[src/pcrc_pkg.sv]
// shared constants and types for the core clock and reset control block
package pcrc_pkg;
  // reference clock selection codes
  localparam logic [1:0] REFCLK_CODE_100 = 2'h0;
  localparam logic [1:0] REFCLK_CODE_125 = 2'h1;
  localparam logic [1:0] REFCLK_CODE_250 = 2'h2;
  localparam int REFCLK_MHZ_100 = 100;
  localparam int REFCLK_MHZ_125 = 125;
  localparam int REFCLK_MHZ_250 = 250;
  // release synchronizer depth for the core and application resets
  localparam int RST_SYNC_STAGES = 2;
  // reset value of reset-type outputs
  localparam logic RST_ASSERTED = 1'h1;

  // link bring-up states
  typedef enum logic [1:0] {
    PCRC_ST_RESET = 2'h0,
    PCRC_ST_TRAIN = 2'h1,
    PCRC_ST_ACTIVE = 2'h2
  } pcrc_state_t;
endpackage : pcrc_pkg

[src/pcrc_core.sv]
// clock and reset control for an integrated serial endpoint core
`timescale 1ns/1ps
module pcrc_core #(
  parameter int REFCLK_MHZ = 100,
  parameter bit SLOT_CLOCK_CFG = 1'b1,
  parameter bit NONSYNC_CLOCKING_OPTION = 1'b0,
  parameter int XCVR_LANES = 4
) (
  input wire logic MCLK_IN,
  input wire logic SRST_IN,
  input wire logic FUND_RST_N_IN,
  input wire logic CORE_PLL_LOCK_IN,
  input wire logic [XCVR_LANES-1:0] XCVR_PLL_LOCK_IN,
  input wire logic LINK_UP_IN,
  input wire logic INBAND_RST_IN,
  output logic CORE_RST_OUT,
  output logic APP_RST_OUT,
  output logic INBAND_RST_OUT,
  output logic LINK_TRAIN_OUT,
  output logic LINK_ACTIVE_OUT,
  output logic SLOT_CLK_STAT_OUT,
  output logic ASPM_ALLOWED_OUT,
  output logic [1:0] REFCLK_CODE_OUT
);

  // maps the configured frequency to its selection code
  function automatic logic [1:0] refclk_code(input int mhz);
    case (mhz)
      pcrc_pkg::REFCLK_MHZ_125: refclk_code = pcrc_pkg::REFCLK_CODE_125;
      pcrc_pkg::REFCLK_MHZ_250: refclk_code = pcrc_pkg::REFCLK_CODE_250;
      default: refclk_code = pcrc_pkg::REFCLK_CODE_100;
    endcase
  endfunction : refclk_code

  localparam int NS = pcrc_pkg::RST_SYNC_STAGES;

  logic [NS-1:0] core_rst_q;
  logic [NS-1:0] app_rst_q;
  logic app_cause;
  logic [1:0] link_up_q;
  logic [1:0] inband_q;
  logic inband_rst_q;
  logic train_q;
  logic active_q;
  logic slot_q;
  logic aspm_q;
  logic [1:0] refclk_q;
  pcrc_pkg::pcrc_state_t state_q;

  // every reason but SRST_IN to hold the application in reset; pin levels act at once
  assign app_cause = !FUND_RST_N_IN || !CORE_PLL_LOCK_IN || !(&XCVR_PLL_LOCK_IN);

  // core hard reset: set by the pin at once, cleared through a shift chain
  always_ff @(posedge MCLK_IN or negedge FUND_RST_N_IN) begin
    if (!FUND_RST_N_IN) begin
      core_rst_q <= {NS{pcrc_pkg::RST_ASSERTED}};
    end else if (SRST_IN) begin
      core_rst_q <= {NS{pcrc_pkg::RST_ASSERTED}};
    end else begin
      core_rst_q <= {core_rst_q[NS-2:0], 1'b0};
    end
  end

  // app reset: asserted without clock, released after all causes settle
  always_ff @(posedge MCLK_IN or posedge app_cause) begin
    if (app_cause) begin
      app_rst_q <= {NS{pcrc_pkg::RST_ASSERTED}};
    end else if (SRST_IN) begin
      app_rst_q <= {NS{pcrc_pkg::RST_ASSERTED}};
    end else begin
      app_rst_q <= {app_rst_q[NS-2:0], 1'b0};
    end
  end

  assign CORE_RST_OUT = core_rst_q[NS-1];
  assign APP_RST_OUT = app_rst_q[NS-1];

  // two-flop synchronizers for link status pins
  always_ff @(posedge MCLK_IN) begin
    if (SRST_IN) begin
      link_up_q <= 2'h0;
      inband_q <= 2'h0;
    end else begin
      link_up_q <= {link_up_q[0], LINK_UP_IN};
      inband_q <= {inband_q[0], INBAND_RST_IN};
    end
  end

  // in-band reset indication, masked while the core reset from the fundamental reset pin is asserted
  always_ff @(posedge MCLK_IN) begin
    if (SRST_IN) begin
      inband_rst_q <= 1'b0;
    end else begin
      inband_rst_q <= inband_q[1] && !core_rst_q[NS-1];
    end
  end

  // link bring-up sequencer, starts training on its own
  always_ff @(posedge MCLK_IN) begin
    if (SRST_IN || core_rst_q[NS-1]) begin
      state_q <= pcrc_pkg::PCRC_ST_RESET;
      train_q <= 1'b0;
      active_q <= 1'b0;
    end else begin
      case (state_q)
        pcrc_pkg::PCRC_ST_RESET: begin
          state_q <= pcrc_pkg::PCRC_ST_TRAIN;
          train_q <= 1'b1;
          active_q <= 1'b0;
        end
        pcrc_pkg::PCRC_ST_TRAIN: begin
          if (link_up_q[1] && !inband_q[1]) begin
            state_q <= pcrc_pkg::PCRC_ST_ACTIVE;
            train_q <= 1'b0;
            active_q <= 1'b1;
          end
        end
        pcrc_pkg::PCRC_ST_ACTIVE: begin
          if (inband_q[1] || !link_up_q[1]) begin
            state_q <= pcrc_pkg::PCRC_ST_TRAIN;
            train_q <= 1'b1;
            active_q <= 1'b0;
          end
        end
        default: begin
          state_q <= pcrc_pkg::PCRC_ST_RESET;
          train_q <= 1'b0;
          active_q <= 1'b0;
        end
      endcase
    end
  end

  // static configuration reported as status
  always_ff @(posedge MCLK_IN) begin
    if (SRST_IN) begin
      slot_q <= 1'b0;
      aspm_q <= 1'b0;
      refclk_q <= pcrc_pkg::REFCLK_CODE_100;
    end else begin
      slot_q <= SLOT_CLOCK_CFG;
      aspm_q <= !NONSYNC_CLOCKING_OPTION;
      refclk_q <= refclk_code(REFCLK_MHZ);
    end
  end

  assign INBAND_RST_OUT = inband_rst_q;
  assign LINK_TRAIN_OUT = train_q;
  assign LINK_ACTIVE_OUT = active_q;
  assign SLOT_CLK_STAT_OUT = slot_q;
  assign ASPM_ALLOWED_OUT = aspm_q;
  assign REFCLK_CODE_OUT = refclk_q;

  // checks
  property p_refclk_legal;
    @(posedge MCLK_IN) disable iff (SRST_IN)
    !$past(SRST_IN) |-> (REFCLK_CODE_OUT == refclk_code(REFCLK_MHZ))
      && (REFCLK_CODE_OUT != 2'h3);
  endproperty
  a_refclk_legal: assert property (p_refclk_legal) else $error("bad refclk code");

  property p_slot_stat;
    @(posedge MCLK_IN) disable iff (SRST_IN)
    !$past(SRST_IN) |-> SLOT_CLK_STAT_OUT == SLOT_CLOCK_CFG;
  endproperty
  a_slot_stat: assert property (p_slot_stat) else $error("slot status wrong");

  property p_core_hard_rst;
    @(posedge MCLK_IN) disable iff (SRST_IN)
    !FUND_RST_N_IN |=> (CORE_RST_OUT && !LINK_TRAIN_OUT)[*2];
  endproperty
  a_core_hard_rst: assert property (p_core_hard_rst) else $error("core not reset");

  property p_auto_train;
    @(posedge MCLK_IN) disable iff (SRST_IN)
    $fell(CORE_RST_OUT) |=> LINK_TRAIN_OUT;
  endproperty
  a_auto_train: assert property (p_auto_train) else $error("no training start");

  property p_inband_flag;
    @(posedge MCLK_IN) disable iff (SRST_IN)
    (inband_q[1] && !CORE_RST_OUT) |=> INBAND_RST_OUT && !LINK_ACTIVE_OUT;
  endproperty
  a_inband_flag: assert property (p_inband_flag) else $error("in-band not flagged");

  property p_app_on_unlock;
    @(posedge MCLK_IN) disable iff (SRST_IN)
    (!CORE_PLL_LOCK_IN || !(&XCVR_PLL_LOCK_IN) || !FUND_RST_N_IN) |=> APP_RST_OUT;
  endproperty
  a_app_on_unlock: assert property (p_app_on_unlock) else $error("app reset missing");

  property p_app_release;
    @(posedge MCLK_IN) disable iff (SRST_IN)
    $fell(APP_RST_OUT) |-> !$past(app_cause) && !$past(app_cause, 2);
  endproperty
  a_app_release: assert property (p_app_release) else $error("early app release");

  property p_app_sync_release;
    @(posedge MCLK_IN) disable iff (SRST_IN)
    (!app_cause && !SRST_IN)[*3] |-> !APP_RST_OUT;
  endproperty
  a_app_sync_release: assert property (p_app_sync_release) else $error("app reset stuck");

  c_link_up: cover property (@(posedge MCLK_IN) disable iff (SRST_IN)
    LINK_TRAIN_OUT ##[1:20] LINK_ACTIVE_OUT);
  c_hot_reset: cover property (@(posedge MCLK_IN) disable iff (SRST_IN)
    LINK_ACTIVE_OUT ##1 INBAND_RST_OUT);
  c_unlock: cover property (@(posedge MCLK_IN) disable iff (SRST_IN)
    !CORE_PLL_LOCK_IN ##1 APP_RST_OUT ##[1:8] !APP_RST_OUT);
endmodule : pcrc_core

[config.mk]
export PLATFORM = sky130hd
export DESIGN_NAME = pcrc_core
export DESIGN_NICKNAME = d
export VERILOG_FILES = /design/src/pcrc_pkg.sv /design/src/pcrc_core.sv
export SDC_FILE = /design/constraint.sdc
export NUM_CORES = 1
export LEC_CHECK = 0
export ABC_AREA = 1
export BUFFER_PORTS_ARGS = -buffer_cell sky130_fd_sc_hd__clkbuf_2
export CORE_AREA = 4 4 41 43
export CTS_CLUSTER_SIZE = 14
export DETAILED_ROUTE_END_ITERATION = 8
export DIE_AREA = 0 0 45 47
export HOLD_SLACK_MARGIN = 0.02
export PLACE_DENSITY = 0.67
export RECOVER_POWER = 50
export SETUP_SLACK_MARGIN = 0.1
export SKIP_LAST_GASP = 1
export SLEW_MARGIN = 20
export SYNTH_ARGS = -nofsm -noshare
export SYNTH_HDL_FRONTEND = slang
export SYNTH_SLANG_ARGS = --single-unit
[constraint.sdc]
create_clock -name MCLK_IN -period 1.6 [get_ports MCLK_IN]
set_input_delay 0.08 -clock MCLK_IN [delete_from_list [all_inputs] [get_ports MCLK_IN]]
set_output_delay 0.08 -clock MCLK_IN [all_outputs]
set_load 0.03 [all_outputs]
# Word level (Yosys, flattened, before mapping)
# Cells that the tools add are included.
[classes]
eq_ne = 4
mux = 12
n_reduce_logical = 15
[op_table]
columns = ["operator", "count"]
rows = [
  ["$mux 2", 4],
  ["$logic_not 1->1", 6],
  ["$pmux 2 s3", 1],
  ["$mux 1", 5],
  ["$logic_or 1x1->1", 4],
  ["$ne 2x2->1 const B", 2],
  ["$reduce_and 4->1", 1],
  ["$pmux 1 s3", 1],
  ["$eq 2x1->1 const B", 1],
  ["$eq 2x2->1 const B", 1],
  ["$logic_and 1x1->1", 2],
  ["$logic_not 2->1", 1],
  ["$pmux 1 s2", 1],
  ["$reduce_and 2->1", 1],
]
[word_totals]
reg_bits = 14
in_bits = 10
out_inout_bits = 9
elab_cells = 40

# Longest topological paths before layout
[depth]
word_depth = 4
ltp_mapped = 5

# Least setup slack after synthesis
# OpenSTA, ideal clock, no wires.
[synth_timing]
path_type = "reg-to-reg"
from = "reg core_rst_q[1]"
to = "reg state_q[0]"
setup_ps = 126
arrival_ps = 799
path_slack_ps = 675
stages_incl_launch_ff = 3
synth_period_minus_slack_ps = 925
path_cell_list = "dfstp_2 or2_4 a21oi_1"
[synth_via]
elab_chain_len = 1
[synth_rtl]
columns = ["item", "line_no", "text"]
rows = [
  ["from (decl)", "pcrc_core.sv:37", "logic [NS-1:0] core_rst_q;"],
  ["from (signal assigned)", "pcrc_core.sv:56", "core_rst_q <= {NS{pcrc_pkg::RST_ASSERTED}};"],
  ["from (signal assigned)", "pcrc_core.sv:58", "core_rst_q <= {NS{pcrc_pkg::RST_ASSERTED}};"],
  ["from (signal assigned)", "pcrc_core.sv:60", "core_rst_q <= {core_rst_q[NS-2:0], 1'b0};"],
  ["$logic_or 1x1->1", "pcrc_core.sv:100", "if (SRST_IN || core_rst_q[NS-1]) begin"],
  ["to (signal assigned)", "pcrc_core.sv:101", "state_q <= pcrc_pkg::PCRC_ST_RESET;"],
  ["to (signal assigned)", "pcrc_core.sv:107", "state_q <= pcrc_pkg::PCRC_ST_TRAIN;"],
  ["to (signal assigned)", "pcrc_core.sv:113", "state_q <= pcrc_pkg::PCRC_ST_ACTIVE;"],
  ["to (decl)", "pcrc_core.sv:48", "pcrc_pkg::pcrc_state_t state_q;"],
]
# Every way passes these cells.
# A chain may end at the register's enable or synchronous reset.

# Final worst setup path
[layout_timing]
from = "reg core_rst_q[1]"
to = "out CORE_RST_OUT"
[layout_rtl]
columns = ["item", "line_no", "text"]
rows = [
  ["to (decl)", "pcrc_core.sv:16", "output logic CORE_RST_OUT,"],
]
# No word-level cell between the ends.

==> impl_metrics.json <==
{
  "avgSynthCellArea_um2": 9.18,
  "register_area_um2": 305,
  "cell_area_after_synthesis_um2": 495,
  "irDropWorstVdd_mv": 0.559,
  "grt_overflow": 0,
  "synth.yosys.seq_area_share_pct": 61.6,
  "die_w_um": 45,
  "remaining_drc_errors": 0,
  "rsz_0062_raised_after_global_routing": "false",
  "core.rowCount": 13,
  "min_path_type": "input pin to async pin",
  "finalCritPeriodShare_pct": 68.5,
  "route.vias.total": 383,
  "finalMaxSlewViolations": 0,
  "grt_max_degree": 11,
  "timing.critical_path.to_type": "output port",
  "post_cts_buffers": 0,
  "synth_cell_types": 14,
  "boundaryPins": 19,
  "dieHeight_um": 47,
  "post_drt_via_cell_ratio": 4.12,
  "gp_congestion": 0.831,
  "htree_levels": 1,
  "clk_transition_reported_paths_ns": 0.08,
  "finClkSkew_ns": 0.00324,
  "multi_input_comb_area_um2": 134,
  "final.hold.worst_slack_ns": 0.322,
  "total_leakage_power_nw": 0.312,
  "synth-warning-count": 0,
  "crit_path_max_fanout": 2,
  "startpoint": "core_rst_q[1]",
  "detail_route.wirelength_um": 802,
  "cp_cell_sequence": "clkbuf_2",
  "critPathSlowestCell": "sky130_fd_sc_hd__dfstp_2",
  "final_cell_count_no_fill": 93,
  "final-hold-violation-count": 0,
  "drtIter0Drc": 1,
  "detail-route-antenna-nets": 0,
  "grt_pass1_wl_mm": 1.37,
  "setup.worst_path.start_class": "flip-flop",
  "coreArea_um2": 1300,
  "cts_root_buf": "sky130_fd_sc_hd__clkbuf_4",
  "fmax_mhz": 912,
  "clock_insertion_delay_worst_skew_ns": 0.27,
  "worst-setup-path-type": "flip-flop to output port",
  "tritoncts": "done",
  "sum_of_internal_switching_and_leakage_power_mw": 0.687,
  "critPathBufInv": 1,
  "finalNetCount": 89,
  "io_buffer_count": 16,
  "cellPowerDensity_nw_per_um2": 1030,
  "crit_path_max_incr_delay_ns": 0.54,
  "dp.cells": 83,
  "arrival_time_at_the_worst_endpoint_ns": 1.02,
  "synth.ff_latch_count": 14,
  "r2r-start": "inband_q[1]",
  "dr.pass1.iters": 2,
  "final_core_utilization_pct": 51.2,
  "start_util_pct": 38.1,
  "area.growth.synth_to_final_pct": 34.6,
  "timing.final.crit_period_ns": 1.10,
  "required_ns": 1.52,
  "hpwlAfterDp_um": 561,
  "globalRouteTotalUtil_pct": 9.64,
  "wire_per_inst_um": 8.62,
  "status": "completed",
  "tritoncts_buffers": 3,
  "via_count_of_the_first_global_routing_pass": 371,
  "layout-drive-gt1-share_pct": 30.8,
  "clock_tree.buffer_depth": 2,
  "dieArea_um2": 2120,
  "cp_top_family": "flip-flops",
  "clock_sink_count": 14,
  "grt_antenna_before_repair": 0,
  "setup_total_negative_slack_ns": 0,
  "setup.reg_to_reg.worst_slack_ns": 0.68,
  "insertedDiodeCount": 0,
  "report.final.setup_viol": 0,
  "fillCellCount": 128,
  "cap_viol_max_count": 0,
  "synth_cells": 54
}
## path summary, 6_finish.rpt
check	end	depth (start not counted)
hold / removal	core_rst_q[1]	2
min in group MCLK_IN	inband_q[1]	2
max in group asynchronous	app_rst_q[1]	5
hold reg to reg	inband_q[1]	2
setup reg to reg	state_q[0]	4
setup / recovery	CORE_RST_OUT	1
## final cells by class
class / instances / share of cell area (%)
sequential: 14 / 45.8
timing repair buffer: 22 / 20.3
multi-input combinational: 28 / 20.1
inverter: 10 / 5.63
clock buffer: 4 / 5.44
tap: 15 / 2.81
## synthesized netlist by cell type (all sizes together)
cell / n / area share (%)
or2: 3 / 4.3
a21oi: 3 / 3.0
dfstp: 4 / 21
o21ai: 1 / 1.0
buf: 3 / 4.5
a211oi: 1 / 2.5
nor2: 7 / 5.3
conb: 1 / 0.76
nand2: 8 / 6.1
nand4: 1 / 1.3
nand3: 2 / 2.0
inv: 10 / 7.6
dfxtp: 10 / 40
## state kept, by name (all words and copies together), names as in the netlist
signal	flops
state_q	2
INBAND_RST_OUT	1
ASPM_ALLOWED_OUT	1
core_rst_q	2
LINK_ACTIVE_OUT	1
app_rst_q	2
LINK_TRAIN_OUT	1
inband_q	2
link_up_q	2
## metrics by stage
step	cell area [um2]	worst slack (ns)
global route	667	0.437
finish	667	0.503
floorplan	499	0.675
global placement	576	0.736
CTS	672	0.503
detailed placement	576	0.700
## logic make-up (layout without fill, tap and decap cells)
logic type,Yosys count,after routing,share of synthesized area [%]
buffers and inverters,13,36,12.1
AO/OA/AOI/OAI,5,5,6.56
flip-flops,14,14,61.6
AND/OR/NAND/NOR,21,21,18.9
other,1,2,0.757
## report_power, final
group	switching (mW)	total, mW	internal, mW
logic	0.0419	0.0696	0.0277
clock network	0.108	0.246	0.138
registers	0.00474	0.372	0.367
total	0.154	0.687	0.533
## layout by cell type, fill, tap and decap left out, types with 3 or more instances in the layout
cell,count
sky130_fd_sc_hd__a21oi_1,3
sky130_fd_sc_hd__clkbuf_1,4
sky130_fd_sc_hd__clkbuf_2,12
sky130_fd_sc_hd__clkbuf_4,3
sky130_fd_sc_hd__dfstp_2,4
sky130_fd_sc_hd__dfxtp_1,10
sky130_fd_sc_hd__dlygate4sd3_1,6
sky130_fd_sc_hd__inv_1,10
sky130_fd_sc_hd__nand2_1,8
sky130_fd_sc_hd__nor2_1,7
## metal layers
metal | wire (um) | up-vias | track usage [%] | part of all wire, %
met5 | 0 | - | 0 | 0
met4 | 0 | 0 | 8.77 | 0
met3 | 68 | 0 | 4.60 | 8.5
met2 | 374 | 15 | 14.7 | 47
met1 | 360 | 162 | 9.79 | 45
li1 | - | 206 | - | -
## what timing repair did
action | in CTS | in global routing
resized for setup | 0 | 0
hold endpoints to repair | 8 | 0
hold buffers | 6 | 0
Power figures use the tool's default switching activity.
